**src/fctl_regs.svh**
```systemverilog
// constants of the fifo ram address controller: widths, masks, reset values
// assumes inclusion by bare name from the package and the design files
`ifndef FCTL_REGS_SVH
`define FCTL_REGS_SVH

// ----------------------------------------------------------------
// widths
// ----------------------------------------------------------------
`define FCTL_AW 14
`define FCTL_SEL_W 3
`define FCTL_TMR_W 2

// ----------------------------------------------------------------
// field positions and values
// ----------------------------------------------------------------
`define FCTL_WIDE_BIT 2
`define FCTL_MAX_MASK 14'h3FFF
`define FCTL_ONE 14'h0001
`define FCTL_ZERO 14'h0000
`define FCTL_TMR_ZERO 2'h0

// ----------------------------------------------------------------
// reset values of flags and pins
// ----------------------------------------------------------------
`define FCTL_RST_EMPTY 1'h1
`define FCTL_RST_HALF 1'h0
`define FCTL_RST_FULL 1'h0
`define FCTL_RST_WRRDY 1'h1
`define FCTL_RST_RDRDY 1'h0
`define FCTL_RST_STROBE_N 1'h1

`endif

```
**src/fctl_pkg.sv**
```systemverilog
// types of the fifo ram address controller
// assumes fctl_regs.svh is on the include path
package fctl_pkg;
  `include "fctl_regs.svh"

  typedef enum logic [1:0] {FCTL_IDLE, FCTL_WR, FCTL_RD} fctl_state_type;

  typedef logic [`FCTL_AW-1:0] fctl_addr_type;

  typedef struct packed {
    fctl_state_type state;
    fctl_addr_type wrAddr;
    fctl_addr_type rdAddr;
    fctl_addr_type occ;
    logic full;
    logic half;
    logic empty;
    logic wrRdy;
    logic rdRdy;
    logic pendW;
    logic pendR;
    logic writeFirst;
    fctl_addr_type addrOut;
    fctl_addr_type addrOe;
    logic ctlOe;
    logic weN;
    logic csN;
    logic wrRdyOut;
    logic rdRdyOut;
    logic ole;
    logic ile;
    logic ildN;
  } fctl_ctl_type;

  typedef struct packed {
    logic busy;
    logic [`FCTL_TMR_W-1:0] cnt;
  } fctl_tmr_type;
endpackage

```
**src/fctl_strobe_if.sv**
```systemverilog
// carrier between the controller and its strobe width timer
// assumes both ends run on the controller clock
`timescale 1ns/100ps
interface fctl_strobe_if;
  logic start;
  logic [1:0] widthCode;
  logic busy;
  logic done;

  modport timer (input start, input widthCode, output busy, output done);
  modport user (output start, output widthCode, input busy, input done);
endinterface

```
**src/fctl_controller.sv**
```systemverilog
// fifo ram address controller: address counters, occupancy flags, arbiter, strobes
// assumes synchronous inputs; pins tri-state via separate output enables
`timescale 1ns/100ps
`include "fctl_regs.svh"

// Contract
// - three 14-bit counters: write, read, occupancy
// - occupancy up on write, down on read
// - fourteen three-state ram address outputs
// - unused high address bits float per depth
// - arrival order; tie write wins unless half
// - burst denies opposite direction until released
// - both bursts active: normal priority
// - burst read forces write ready high
// - burst write forces read ready high
// - strobe width stretched by select inputs
// - active-low three-state write strobe, chip select
// - reset clears counters, sets defined pin levels
// - write ready low on request, back next
// - read ready back at select end if nonempty
// - chip disabled floats ram pins, denies requests
// - output latch enable, high in modes 0-3
// - input latch enable and drive enable
// - full set on last write, cleared on read
// - write ready low while full and no burst read
// - half set at half depth, falls on read
// - empty set on last read, cleared on write
// - read ready low while empty and no burst write
// - modes 0-3 select low, 4-7 pulsed
// - depth select halves depth per code step
module fctl_controller
  import fctl_pkg::*;
(
  // clock and reset
  input wire logic clk,
  input wire logic rst_n,
  // configuration
  input wire logic chipEnableN,
  input wire logic [2:0] depthSelect,
  input wire logic [2:0] strobeWidthSelect,
  // requests
  input wire logic writeRequestN,
  input wire logic readRequestN,
  input wire logic burstReadN,
  input wire logic burstWriteN,
  // ram interface
  output logic [13:0] ramAddress,
  output logic [13:0] ramAddressOe,
  output logic ramWriteStrobeN,
  output logic ramSelectOutN,
  output logic ramControlOe,
  // handshake and status
  output logic writeReady,
  output logic readReady,
  output logic empty,
  output logic halfFull,
  output logic full,
  // external latches
  output logic outputLatchEnable,
  output logic inputLatchEnable,
  output logic inputLatchDriveN
);
  import fctl_pkg::*;

  fctl_ctl_type ctl_ff;
  fctl_ctl_type nxt_ctl;
  fctl_strobe_if stb ();

  logic ceOn;
  logic burstRd;
  logic burstWr;
  logic capW;
  logic capR;
  logic doW;
  logic wideMode;
  fctl_addr_type depthMask;
  fctl_addr_type halfMark;

  // ----------------------------------------------------------------
  // strobe width timer
  // ----------------------------------------------------------------
  fctl_strobe_timer u_timer (
    .clk(clk),
    .rst_n(rst_n),
    .tmr(stb.timer)
  );

  assign stb.widthCode = strobeWidthSelect[1:0];
  assign wideMode = strobeWidthSelect[`FCTL_WIDE_BIT];

  // ----------------------------------------------------------------
  // request qualification
  // ----------------------------------------------------------------
  assign depthMask = `FCTL_MAX_MASK >> depthSelect;
  assign halfMark = depthMask >> 1;
  assign ceOn = !chipEnableN;
  assign burstRd = !burstReadN && burstWriteN;
  assign burstWr = !burstWriteN && burstReadN;
  assign capW = ceOn && !writeRequestN && ctl_ff.wrRdy && !ctl_ff.pendW && !ctl_ff.full
    && !burstRd;
  assign capR = ceOn && !readRequestN && ctl_ff.rdRdy && !ctl_ff.pendR && !burstWr;
  // pending write served first unless read came first without burst write, or burst read rules
  assign doW = ctl_ff.pendW && (!ctl_ff.pendR || burstWr
    || (!burstRd && ctl_ff.writeFirst));
  assign stb.start = (ctl_ff.state == FCTL_IDLE) && (ctl_ff.pendW || ctl_ff.pendR);

  // ----------------------------------------------------------------
  // next state
  // ----------------------------------------------------------------
  always_comb begin
    nxt_ctl = ctl_ff;
    // arrival order
    if (capW && capR) begin
      nxt_ctl.writeFirst = !ctl_ff.half;
    end else if (capW && !ctl_ff.pendR) begin
      nxt_ctl.writeFirst = 1'h1;
    end else if (capR && !ctl_ff.pendW) begin
      nxt_ctl.writeFirst = 1'h0;
    end
    if (capW) begin
      nxt_ctl.pendW = 1'h1;
      nxt_ctl.ile = 1'h0;
    end
    if (capR) begin
      nxt_ctl.pendR = 1'h1;
    end
    nxt_ctl.ole = 1'h1;
    case (ctl_ff.state)
      FCTL_IDLE: begin
        if (ctl_ff.pendW || ctl_ff.pendR) begin
          if (doW) begin
            nxt_ctl.state = FCTL_WR;
            nxt_ctl.ildN = 1'h0;
          end else begin
            nxt_ctl.state = FCTL_RD;
          end
        end
      end
      FCTL_WR: begin
        if (stb.done) begin
          nxt_ctl.state = FCTL_IDLE;
          nxt_ctl.pendW = 1'h0;
          nxt_ctl.ile = 1'h1;
          nxt_ctl.ildN = 1'h1;
          nxt_ctl.wrAddr = (ctl_ff.wrAddr + `FCTL_ONE) & depthMask;
          nxt_ctl.occ = (ctl_ff.occ + `FCTL_ONE) & depthMask;
          nxt_ctl.empty = 1'h0;
          if (ctl_ff.occ == depthMask) begin
            nxt_ctl.full = 1'h1;
          end
          if (ctl_ff.occ == halfMark) begin
            nxt_ctl.half = 1'h1;
          end
        end
      end
      FCTL_RD: begin
        if (stb.done) begin
          nxt_ctl.state = FCTL_IDLE;
          nxt_ctl.pendR = 1'h0;
          nxt_ctl.ole = !wideMode;
          nxt_ctl.rdAddr = (ctl_ff.rdAddr + `FCTL_ONE) & depthMask;
          nxt_ctl.occ = (ctl_ff.occ - `FCTL_ONE) & depthMask;
          nxt_ctl.full = 1'h0;
          if (ctl_ff.occ == `FCTL_ONE && !ctl_ff.full) begin
            nxt_ctl.empty = 1'h1;
          end
          if (ctl_ff.occ == halfMark + `FCTL_ONE && !ctl_ff.full) begin
            nxt_ctl.half = 1'h0;
          end
        end
      end
      default: begin
        nxt_ctl.state = FCTL_IDLE;
      end
    endcase
    // handshake levels
    nxt_ctl.wrRdy = !capW && !nxt_ctl.full;
    nxt_ctl.rdRdy = !capR && !nxt_ctl.empty && !nxt_ctl.pendR;
    nxt_ctl.wrRdyOut = burstRd ? 1'h1 : nxt_ctl.wrRdy;
    nxt_ctl.rdRdyOut = burstWr ? 1'h1 : nxt_ctl.rdRdy;
    // ram pins
    nxt_ctl.weN = !(nxt_ctl.state == FCTL_WR);
    nxt_ctl.csN = wideMode ? (nxt_ctl.state == FCTL_IDLE) : 1'h0;
    nxt_ctl.addrOut = (nxt_ctl.state == FCTL_RD) ? nxt_ctl.rdAddr : nxt_ctl.wrAddr;
    nxt_ctl.ctlOe = ceOn || (nxt_ctl.state != FCTL_IDLE);
    nxt_ctl.addrOe = nxt_ctl.ctlOe ? depthMask : `FCTL_ZERO;
  end

  // ----------------------------------------------------------------
  // state register
  // ----------------------------------------------------------------
  always_ff @(posedge clk) begin
    if (!rst_n) begin
      ctl_ff <= '0;
      ctl_ff.state <= FCTL_IDLE;
      ctl_ff.empty <= `FCTL_RST_EMPTY;
      ctl_ff.half <= `FCTL_RST_HALF;
      ctl_ff.full <= `FCTL_RST_FULL;
      ctl_ff.wrRdy <= `FCTL_RST_WRRDY;
      ctl_ff.rdRdy <= `FCTL_RST_RDRDY;
      ctl_ff.wrRdyOut <= `FCTL_RST_WRRDY;
      ctl_ff.rdRdyOut <= `FCTL_RST_RDRDY;
      ctl_ff.weN <= `FCTL_RST_STROBE_N;
      ctl_ff.csN <= `FCTL_RST_STROBE_N;
      ctl_ff.ole <= 1'h1;
      ctl_ff.ile <= 1'h1;
      ctl_ff.ildN <= 1'h1;
    end else begin
      ctl_ff <= nxt_ctl;
    end
  end

  assign ramAddress = ctl_ff.addrOut;
  assign ramAddressOe = ctl_ff.addrOe;
  assign ramWriteStrobeN = ctl_ff.weN;
  assign ramSelectOutN = ctl_ff.csN;
  assign ramControlOe = ctl_ff.ctlOe;
  assign writeReady = ctl_ff.wrRdyOut;
  assign readReady = ctl_ff.rdRdyOut;
  assign empty = ctl_ff.empty;
  assign halfFull = ctl_ff.half;
  assign full = ctl_ff.full;
  assign outputLatchEnable = ctl_ff.ole;
  assign inputLatchEnable = ctl_ff.ile;
  assign inputLatchDriveN = ctl_ff.ildN;

  // ----------------------------------------------------------------
  // checks
  // ----------------------------------------------------------------
  logic [2:0] lowCnt;
  logic [1:0] widthHeld;

  always_ff @(posedge clk) begin
    if (!rst_n) begin
      lowCnt <= 3'h0;
      widthHeld <= 2'h0;
    end else begin
      lowCnt <= ctl_ff.weN ? 3'h0 : lowCnt + 3'h1;
      if (stb.start) begin
        widthHeld <= strobeWidthSelect[1:0];
      end
    end
  end

  a_full_holds_wrrdy: assert property (@(posedge clk) disable iff (!rst_n)
    ctl_ff.full |-> !ctl_ff.wrRdy) else $error("write ready high while full");

  a_empty_holds_rdrdy: assert property (@(posedge clk) disable iff (!rst_n)
    ctl_ff.empty |-> !ctl_ff.rdRdy) else $error("read ready high while empty");

  a_reset_levels: assert property (@(posedge clk)
    !rst_n |=> (ramWriteStrobeN && ramSelectOutN && empty && !full && !halfFull
    && writeReady && !readReady && ctl_ff.occ == `FCTL_ZERO))
    else $error("wrong levels after reset");

  a_strobe_width: assert property (@(posedge clk) disable iff (!rst_n)
    $rose(ramWriteStrobeN) |-> (lowCnt == {1'h0, widthHeld} + 3'h1))
    else $error("write strobe width wrong");

  a_narrow_select_low: assert property (@(posedge clk) disable iff (!rst_n)
    ($past(rst_n) && !$past(strobeWidthSelect[2])) |-> !ramSelectOutN)
    else $error("select not low in narrow mode");

  a_occ_write_inc: assert property (@(posedge clk) disable iff (!rst_n)
    (ctl_ff.state == FCTL_WR && stb.done) |=>
    ctl_ff.occ == (($past(ctl_ff.occ) + `FCTL_ONE) & $past(depthMask)))
    else $error("occupancy did not count up");

  a_addr_hiz_unused: assert property (@(posedge clk) disable iff (!rst_n)
    ##1 ((ramAddressOe & ~($past(`FCTL_MAX_MASK >> depthSelect))) == `FCTL_ZERO))
    else $error("unused address bit driven");

  a_wrrdy_ack: assert property (@(posedge clk) disable iff (!rst_n)
    (capW && !burstRd) |=> !writeReady ##1 (ctl_ff.wrRdy || ctl_ff.full))
    else $error("write ready handshake wrong");

  a_burst_wr_ready: assert property (@(posedge clk) disable iff (!rst_n)
    burstWr |=> readReady) else $error("read ready not forced in burst write");

  a_burst_rd_ready: assert property (@(posedge clk) disable iff (!rst_n)
    burstRd |=> writeReady) else $error("write ready not forced in burst read");

  a_burst_denies: assert property (@(posedge clk) disable iff (!rst_n)
    (burstRd && !ctl_ff.pendW) |=> !ctl_ff.pendW) else $error("write taken in burst read");

  a_ce_floats: assert property (@(posedge clk) disable iff (!rst_n)
    (chipEnableN && ctl_ff.state == FCTL_IDLE && !ctl_ff.pendW && !ctl_ff.pendR)
    |=> (!ramControlOe && ramAddressOe == `FCTL_ZERO))
    else $error("ram pins driven while disabled");

  // a restart while busy would reload the count and stretch the running strobe
  a_start_when_idle: assert property (@(posedge clk) disable iff (!rst_n)
    stb.start |-> !stb.busy) else $error("strobe timer restarted while busy");

  // ----------------------------------------------------------------
  // covers
  // ----------------------------------------------------------------

  c_write_cycle: cover property (@(posedge clk) disable iff (!rst_n)
    capW ##[1:8] (ctl_ff.state == FCTL_WR));
  c_read_cycle: cover property (@(posedge clk) disable iff (!rst_n)
    ctl_ff.state == FCTL_RD && stb.done);
  c_tie: cover property (@(posedge clk) disable iff (!rst_n) capW && capR);
  c_full: cover property (@(posedge clk) disable iff (!rst_n) $rose(ctl_ff.full));
  c_burst_full: cover property (@(posedge clk) disable iff (!rst_n)
    burstRd && ctl_ff.full);
endmodule

```
**src/fctl_strobe_timer.sv**
```systemverilog
// strobe width timer: holds a ram cycle for widthCode+1 clocks
// assumes start is raised only while busy is low
`timescale 1ns/100ps
`include "fctl_regs.svh"
module fctl_strobe_timer
  import fctl_pkg::*;
(
  // clock and reset
  input wire logic clk,
  input wire logic rst_n,
  // link to controller
  fctl_strobe_if.timer tmr
);
  import fctl_pkg::*;

  fctl_tmr_type tmr_ff;
  fctl_tmr_type nxt_tmr;

  // ----------------------------------------------------------------
  // count down
  // ----------------------------------------------------------------
  always_comb begin
    nxt_tmr = tmr_ff;
    if (tmr.start) begin
      nxt_tmr.busy = 1'h1;
      nxt_tmr.cnt = tmr.widthCode;
    end else if (tmr_ff.busy) begin
      if (tmr_ff.cnt == `FCTL_TMR_ZERO) begin
        nxt_tmr.busy = 1'h0;
      end else begin
        nxt_tmr.cnt = tmr_ff.cnt - 2'h1;
      end
    end
  end

  always_ff @(posedge clk) begin
    if (!rst_n) begin
      tmr_ff <= '0;
    end else begin
      tmr_ff <= nxt_tmr;
    end
  end

  assign tmr.busy = tmr_ff.busy;
  assign tmr.done = tmr_ff.busy && (tmr_ff.cnt == `FCTL_TMR_ZERO);
endmodule

```
**config.mk**
```make
export PLATFORM = sky130hd
export DESIGN_NAME = fctl_controller
export DESIGN_NICKNAME = d
export VERILOG_FILES = /design/src/fctl_pkg.sv /design/src/fctl_strobe_if.sv /design/src/fctl_controller.sv /design/src/fctl_strobe_timer.sv
export VERILOG_INCLUDE_DIRS = /design/src
export SDC_FILE = /design/constraint.sdc
export NUM_CORES = 1
export LEC_CHECK = 0
export BUFFER_PORTS_ARGS = -buffer_cell sky130_fd_sc_hd__buf_4
export CAP_MARGIN = 20
export CORE_MARGIN = 10
export CORE_UTILIZATION = 45
export DETAILED_ROUTE_END_ITERATION = 12
export PLACE_DENSITY = 0.73
export SYNTH_ARGS = -nofsm -noshare
export SYNTH_HDL_FRONTEND = slang
export SYNTH_HIERARCHICAL = 1
export SYNTH_SLANG_ARGS = --single-unit
```
**constraint.sdc**
```tcl
create_clock -name clk -period 6.9 [get_ports clk]
set_clock_uncertainty 0.15 [all_clocks]
set_input_delay 1.035 -clock clk [delete_from_list [all_inputs] [get_ports clk]]
set_output_delay 1.035 -clock clk [all_outputs]
set_load 0.01 [all_outputs]
```
==> metrics.yaml, run 1 <==
critical_path:
  r2r_start: "u_timer/tmr_ff[0]$_SDFFE_PN0P_"
  crit_type: "input pin to register"
  worstPathMaxFanout: 25
  regToRegEndpoint: "ramAddress[12]$_SDFF_PN0_"
  crit_path_end_kind: "register"
  cp_data_required_time_ns: 7.06
  r2r_setup_slack_ns: 3.75
  worstRegToRegCells: 10
  start_kind: "input pin"
  critPathArrivalTime_ns: 3.31
floorplan:
  die_w_um: 123
  start_util_pct: 46.5
  io-pin-count: 52
  fp-row-count: 37
  fp.dieH_um: 123
  core_mm2: 0.0104
  dieArea_mm2: 0.0152
cts:
  cts_tree: "built"
  htree_levels: 3
  clock_latency_ns: 0.38
  cts_setup_buffers: 0
  clk_pin_slew_worst_paths_ns: 0.09
  clockRootBuffer: "clkbuf_8"
  cts_buffers: 9
  cts.path.max_buffers: 2
  hold_buffers: 0
  cts_resized: 0
  clock-sinks: 85
pwr:
  leakage_nw: 1.92
  ir_worst_vdd_mv: 0.0787
  power_density_mw_per_mm2: 187
timing:
  fmax_mhz: 317
  maxSlewViolCount: 0
  rsz0062_at_grt: "false"
  timing.final.crit_period_ns: 3.15
  finalSetupTns_ns: 0
  slew_headroom_pct: 45.0
  period_share_pct: 45.7
  holdWs_ns: 0.345
  worst-slew-pin-transition_ns: 0.823
  setup_viol: 0
  final_hold_viol_count: 0
place:
  port_buffers: 51
  dpl.hpwl_mm: 8.58
  gp_congestion: 0.876
  placed_area_mm2: 0.00500
  dp.cells: 725
synth:
  synth_nets: 631
  synth.distinct_cells: 65
  yosys_most_used_dff: "dfxtp_1"
  synth_area_mm2: 0.00482
  synth_top_area_cell: "dfxtp_1"
  synthCells: 606
  synth_edf_count: 0
  syn_avg_cell_area_um2: 7.95
  ys_seq_elements: 85
  yosys_warnings: 6
  post-synth-top-count-cell: "dfxtp_1"
  synth.area.top_cells: "dfxtp_1, nor2_1, buf_4"
  seq_area_frac_synth_pct: 35.3
  synth_commonest_cells: "dfxtp_1, nor2_1, nand2_1"
  synth_top_area_share_pct: 35.3
  ys_async_sr_fraction_pct: 0
global_route:
  grt_util_all_layers_pct: 16.4
  first_global_vias: 4194
  grt_max_degree: 46
  antenna_found_initial: 0
  grt_pass1_wl_mm: 20.3
  gr-total-overflow: 0
detailed_routing:
  num_vias: 4343
  wl_mm: 12.3
  drt-wirelength-per-cell_um: 16.6
  firstDrtPassIters: 5
  drc_errors: 0
  drtIter0Drc: 414
  antenna_left: 0
  via_per_inst: 5.86
layout:
  nNetsFinal: 625
  utilization_pct: 49.9
  design_area_mm2: 0.00518
  fillers: 1010
  n_antenna_cell: 0
  layout-drive-gt1-share_pct: 13.7
  synthToLayoutAreaGrowth_pct: 7.45
  stdcell_count: 741
worst_hold_path:
  hp-start: "inputLatchEnable$_SDFF_PN1_"
  hold_class: "register to register"
  hold_path_depth: 1
  min_to: "inputLatchEnable$_SDFF_PN1_"
outcome:
  status: "finished clean"
job:
  maxCapViolations: 0
==> per-layer routing <==
| layer | wire, um | GRT usage, % | up-vias |
|---|---|---|---|
| met5 | 0 | 0 | - |
| met4 | 321 | 8.15 | 0 |
| met3 | 870 | 3.24 | 27 |
| met2 | 6020 | 27.9 | 153 |
| met1 | 5120 | 19.3 | 2066 |
| li1 | - | - | 2097 |
==> layout by cell type, fill, tap and decap left out, types with 6 or more instances in the layout <==
cell type | Yosys | layout
dfxtp_1 | 85 | 85
and3_1 | 8 | 8
inv_1 | 19 | 19
nand4_1 | 14 | 14
xnor2_1 | 12 | 12
nor2_1 | 68 | 68
nand2b_1 | 7 | 7
nand2_1 | 48 | 48
mux2i_1 | 9 | 9
buf_4 | 30 | 54
a211oi_1 | 7 | 7
ha_1 | 12 | 12
o211ai_1 | 6 | 6
nor4_1 | 6 | 6
xor2_1 | 15 | 15
a21oi_1 | 36 | 36
o21ai_0 | 31 | 31
o21a_1 | 8 | 8
nor2b_1 | 7 | 7
a31oi_1 | 10 | 10
and2_1 | 15 | 15
nand3_1 | 26 | 26
clkbuf_8 | 0 | 10
nor3_1 | 14 | 14
==> layout make-up <==
cell class	count	area (um^2)	area share, %
Clock buffer	11	141	2.73
Clock inverter	5	35.0	0.677
Inverter	21	78.8	1.52
Multi-Input combinational cell	429	2650	51.1
Sequential cell	85	1700	32.9
Tap cell	136	170	3.29
Timing Repair Buffer	54	405	7.83
==> through the flow <==
| step | power, mW | worst slack (ns) |
|---|---|---|
| CTS | 0.974 | 3.78 |
| global placement | 0.646 | 3.45 |
| global route | 1.01 | 3.53 |
| finish | 0.969 | 3.75 |
| floorplan | 0.613 | 3.69 |
| detailed placement | 0.649 | 3.37 |
==> flip-flops by register name, summed over array words and instances (netlist names) <==
signal             cells
ramAddressOe           8
empty                  1
ramSelectOutN          1
inputLatchEnable       1
writeReady             1
ramWriteStrobeN        1
inputLatchDriveN       1
u_timer/tmr.busy       1
outputLatchEnable      1
halfFull               1
u_timer/tmr_ff         2
ramControlOe           1
full                   1
ramAddress            14
readReady              1
ctl_ff                49
==> power breakdown <==
| group | switching (mW) | internal [mW] | total [mW] |
|---|---|---|---|
| clock network | 0.190 | 0.141 | 0.332 |
| logic | 0.0741 | 0.0487 | 0.123 |
| registers | 0.00916 | 0.505 | 0.515 |
| total | 0.274 | 0.696 | 0.969 |
==> how the worst max path moves through the flow <==
stage,slack (ns),from,to
final,3.75,depthSelect[1],halfFull$_SDFFE_PN0P_
after floorplan,3.69,depthSelect[2],halfFull$_SDFFE_PN0P_
after detailed placement,3.37,depthSelect[1],halfFull$_SDFFE_PN0P_
after CTS,3.78,u_timer/tmr_ff[0]$_SDFFE_PN0P_,ramAddress[12]$_SDFF_PN0_
after global placement,3.45,depthSelect[1],halfFull$_SDFFE_PN0P_
after global routing,3.53,depthSelect[1],halfFull$_SDFFE_PN0P_
==> worst max-delay path: stages <==
cell and delay [ns]:
buf_4 0.19, nor3_2 0.53, ha_1 0.36, xnor2_1 0.13, and4_1 0.20, o311a_1 0.18, o221ai_2 0.08, a2bb2oi_1 0.16
or3_1 0.31, a21oi_1 0.13
==> cells by family after synthesis <==
group                    share of synthesized area (%)
AND/OR/NAND/NOR                                   25.1
AO/OA/AOI/OAI                                     19.7
buffers and inverters                             9.79
flip-flops                                        35.3
XOR/XNOR                                          4.91
adder cells (fa/ha/maj)                           3.12
multiplexers                                      2.10
No activity file was read; power rests on OpenSTA's default activity.
==> run 2: changes to the inputs <==
--- a/config.mk
+++ b/config.mk
@@ -6,12 +6,13 @@
 export SDC_FILE = /design/constraint.sdc
 export NUM_CORES = 1
 export LEC_CHECK = 0
+export ABC_AREA = 1
 export BUFFER_PORTS_ARGS = -buffer_cell sky130_fd_sc_hd__buf_4
 export CAP_MARGIN = 20
 export CORE_MARGIN = 10
 export CORE_UTILIZATION = 45
 export DETAILED_ROUTE_END_ITERATION = 12
-export PLACE_DENSITY = 0.73
+export PLACE_DENSITY = 0.75
 export SYNTH_ARGS = -nofsm -noshare
 export SYNTH_HDL_FRONTEND = slang
 export SYNTH_HIERARCHICAL = 1
==> constraint.sdc (replaced) <==
create_clock -name clk -period 2.6 [get_ports clk]
set_clock_uncertainty 0.15 [all_clocks]
set_input_delay 0.39 -clock clk [delete_from_list [all_inputs] [get_ports clk]]
set_output_delay 0.39 -clock clk [all_outputs]
set_load 0.01 [all_outputs]
==> run 2 against run 1 <==
Effect of this change:
- worst setup slack got worse by 3.5 ns
- final cell count rose by 25%
- first-iteration DRC count rose by 8.0%
- cell area rose by 9.6%
- hold slack got worse by 0.24 ns
- synthesized area rose by 5.7%
- critical path type is now register to register
- critical endpoint is now ramAddress[13]$_SDFF_PN0_
- highest routed layer unchanged
==> metrics.yaml, run 2 <==
cts:
  clk_pin_slew_worst_paths_ns: 0.07  # -0.02 ns
  cts_resized: 0  # unchanged
  cts_buffers: 9  # unchanged
  hold_buffers: 0  # unchanged
  htree_levels: 3  # unchanged
  cts_setup_buffers: 0  # unchanged
  clock-sinks: 85  # unchanged
  cts_tree: "built"
  clockRootBuffer: "clkbuf_16"
  clock_latency_ns: 0.35  # -0.03 ns
  cts.path.max_buffers: 2  # unchanged
timing:
  final_hold_viol_count: 0  # unchanged
  holdWs_ns: 0.105  # -0.240 ns
  setup_viol: 0  # unchanged
  timing.final.crit_period_ns: 2.32
  worst-slew-pin-transition_ns: 0.521  # -0.302 ns
  rsz0062_at_grt: "false"
  fin_ws_ns: 0.275  # -3.47 ns
  finalSetupTns_ns: 0  # unchanged
  period_share_pct: 89.4
  fmax_mhz: 430
  slew_headroom_pct: 65.2  # +20 points
  maxSlewViolCount: 0  # unchanged
synth:
  syn_avg_cell_area_um2: 6.68  # -16%
  synth_top_area_cell: "dfxtp_1"
  synthCells: 762  # +26%
  yosys_most_used_dff: "dfxtp_1"
  ys_seq_elements: 85  # unchanged
  synth_commonest_cells: "nand2_1, nor2_1, dfxtp_1"
  seq_area_frac_synth_pct: 33.4  # -1.9 points
  ys_async_sr_fraction_pct: 0  # unchanged
  post-synth-top-count-cell: "nand2_1"
  synth_edf_count: 0  # unchanged
  synth.area.top_cells: "dfxtp_1, nand2_1, nor2_1"
  yosys_warnings: 6  # unchanged
  synth.distinct_cells: 42  # -35%
  synth_nets: 787  # +25%
  synth_top_area_share_pct: 33.4  # -1.9 points
  synth_area_mm2: 0.00509  # +5.7%
global_route:
  antenna_found_initial: 0  # unchanged
  gr-total-overflow: 0  # unchanged
  grt_max_degree: 29  # -37%
  grt_util_all_layers_pct: 16.5  # +0.055 points
  first_global_vias: 4614  # +10%
  grt_pass1_wl_mm: 22.2  # +9.6%
detailed_routing:
  via_per_inst: 5.17  # -12%
  antenna_left: 0  # unchanged
  drtIter0Drc: 447  # +8.0%
  firstDrtPassIters: 7  # +2
  drt-wirelength-per-cell_um: 14.0  # -16%
  wl_mm: 13.0  # +5.1%
  num_vias: 4775  # +9.9%
  drc_errors: 0  # unchanged
critical_path:
  regToRegEndpoint: "ramAddress[13]$_SDFF_PN0_"
  r2r_setup_slack_ns: 0.28  # -3.47 ns
  path_cells: "inv_2, ha_1, nand2_1, inv_1, inv_2, nand2_2, o21ai_2, o21ai_2, nand2_2, nand2_4, nand3_4, inv_2, nand2_1, nand2_1, nor2_1"
  worstPathMaxFanout: 19  # -24%
  slowest_stage: "dfxtp_1"
  path_buf_inv: 4  # +3
  critPathArrivalTime_ns: 2.42  # -0.89 ns
  worstRegToRegCells: 15  # +5
  crit_type: "register to register"
  path_delay_family: "simple AND/OR/NAND/NOR gates"
  r2r_start: "u_timer/tmr_ff[0]$_SDFFE_PN0P_"
  max_stage_delay_ns: 0.31  # -0.22 ns
  start_kind: "register"
  cp_data_required_time_ns: 2.70  # -4.36 ns
  crit_path_end_kind: "register"
layout:
  layout_commonest_cell: "nand2_1"
  layout-drive-gt1-share_pct: 17.5  # +3.8 points
  multi_input_area_mm2: 0.00273  # +3.3%
  n_antenna_cell: 0  # unchanged
  nNetsFinal: 804  # +29%
  synthToLayoutAreaGrowth_pct: 11.5
  stdcell_count: 924  # +25%
  largest_reg_flops: 49  # unchanged
  top_register: "ctl_ff"
  regArea_mm2: 0.00170  # unchanged
  final_cell_mix: "nand2_1, nor2_1, dfxtp_1, buf_4, nand3_1"
  fillers: 1103  # +9.2%
pwr:
  leakage_nw: 2.64  # +38%
  ir_worst_vdd_mv: 0.302  # +280%
  power_density_mw_per_mm2: 567  # +200%
job:
  maxCapViolations: 0  # unchanged
place:
  pre_cts_slack_ns: 0.304  # -3.06 ns
  gp_congestion: 0.941  # +7.4%
  dpl.hpwl_mm: 9.58  # +12%
  dp.cells: 908  # +25%
  port_buffers: 51  # unchanged
floorplan:
  core_mm2: 0.0110  # +5.9%
  io-pin-count: 52  # unchanged
  fp-row-count: 38  # +2.7%
  start_util_pct: 46.4  # -0.099 points
  fp.dieH_um: 126  # +2.4%
  dieArea_mm2: 0.0160  # +4.8%
  die_w_um: 126  # +2.4%
worst_hold_path:
  hp-start: "strobeWidthSelect[2]"
  min_to: "outputLatchEnable$_SDFF_PN1_"
  hold_path_depth: 2  # +1
  hold_class: "input pin to register"
outcome:
  status: "finished clean"
-- run 2: worst max path at each step --
| stage | slack (ns) | startpoint | to | depth (start not counted) |
|---|---|---|---|---|
| 5_1_grt | 0.01 | u_timer/tmr_ff[0]$_SDFFE_PN0P_ | ramAddress[11]$_SDFF_PN0_ | 15 |
| 2_1_floorplan | 0.59 | depthSelect[1] | halfFull$_SDFFE_PN0P_ | 15 |
| 4_1_cts | 0.28 | u_timer/tmr_ff[1]$_SDFFE_PN0P_ | ramAddress[13]$_SDFF_PN0_ | 15 |
| 6_report | 0.28 | u_timer/tmr_ff[0]$_SDFFE_PN0P_ | ramAddress[13]$_SDFF_PN0_ | 15 |
| 3_5_place_dp | 0.30 | depthSelect[1] | halfFull$_SDFFE_PN0P_ | 15 |
| 3_3_place_gp | 0.32 | depthSelect[1] | halfFull$_SDFFE_PN0P_ | 15 |
-- run 2: where the power goes --
group	internal, mW	total (mW)	switching [mW]
sequential	1.36	1.39	0.0278
clock	0.778	1.34	0.560
combinational	0.184	0.492	0.307
-- run 2: routing by layer --
layer	wire length (um)	part of all wire, %	track usage, %
met5	0	0	0
met3	966	7.5	3.79
met1	6370	49	22.2
met4	367	2.8	8.37
met2	5250	41	24.0
-- run 2: area by class of cell --
cell class	instances	share of cell area (%)
multi-input cells	544	48.1
flip-flops and latches	85	30.0
repair buffers	63	8.33
inverters	76	5.07
clock buffers	10	4.21
well taps	140	3.09
clock inverters	6	1.21
-- run 2: cells by family after synthesis --
kind of cell    count (synthesis)  synth area share, %
simple gates                  427                 37.5
flops                          85                 33.4
xor+xnor                       16                 2.75
mux                             2                0.393
compound gates                 87                 10.0
fa+ha+maj                      12                 2.95
buf+inv                       133                 12.9
-- run 2: stage by stage --
stage	power, mW	utilization [%]	instance area (um^2)
2_1_floorplan	1.79	-	5090
3_3_place_gp	1.91	48.9	5370
3_5_place_dp	1.91	48.9	5370
4_1_cts	3.24	51.7	5680
5_1_grt	3.36	51.7	5680
6_report	3.22	51.7	5680
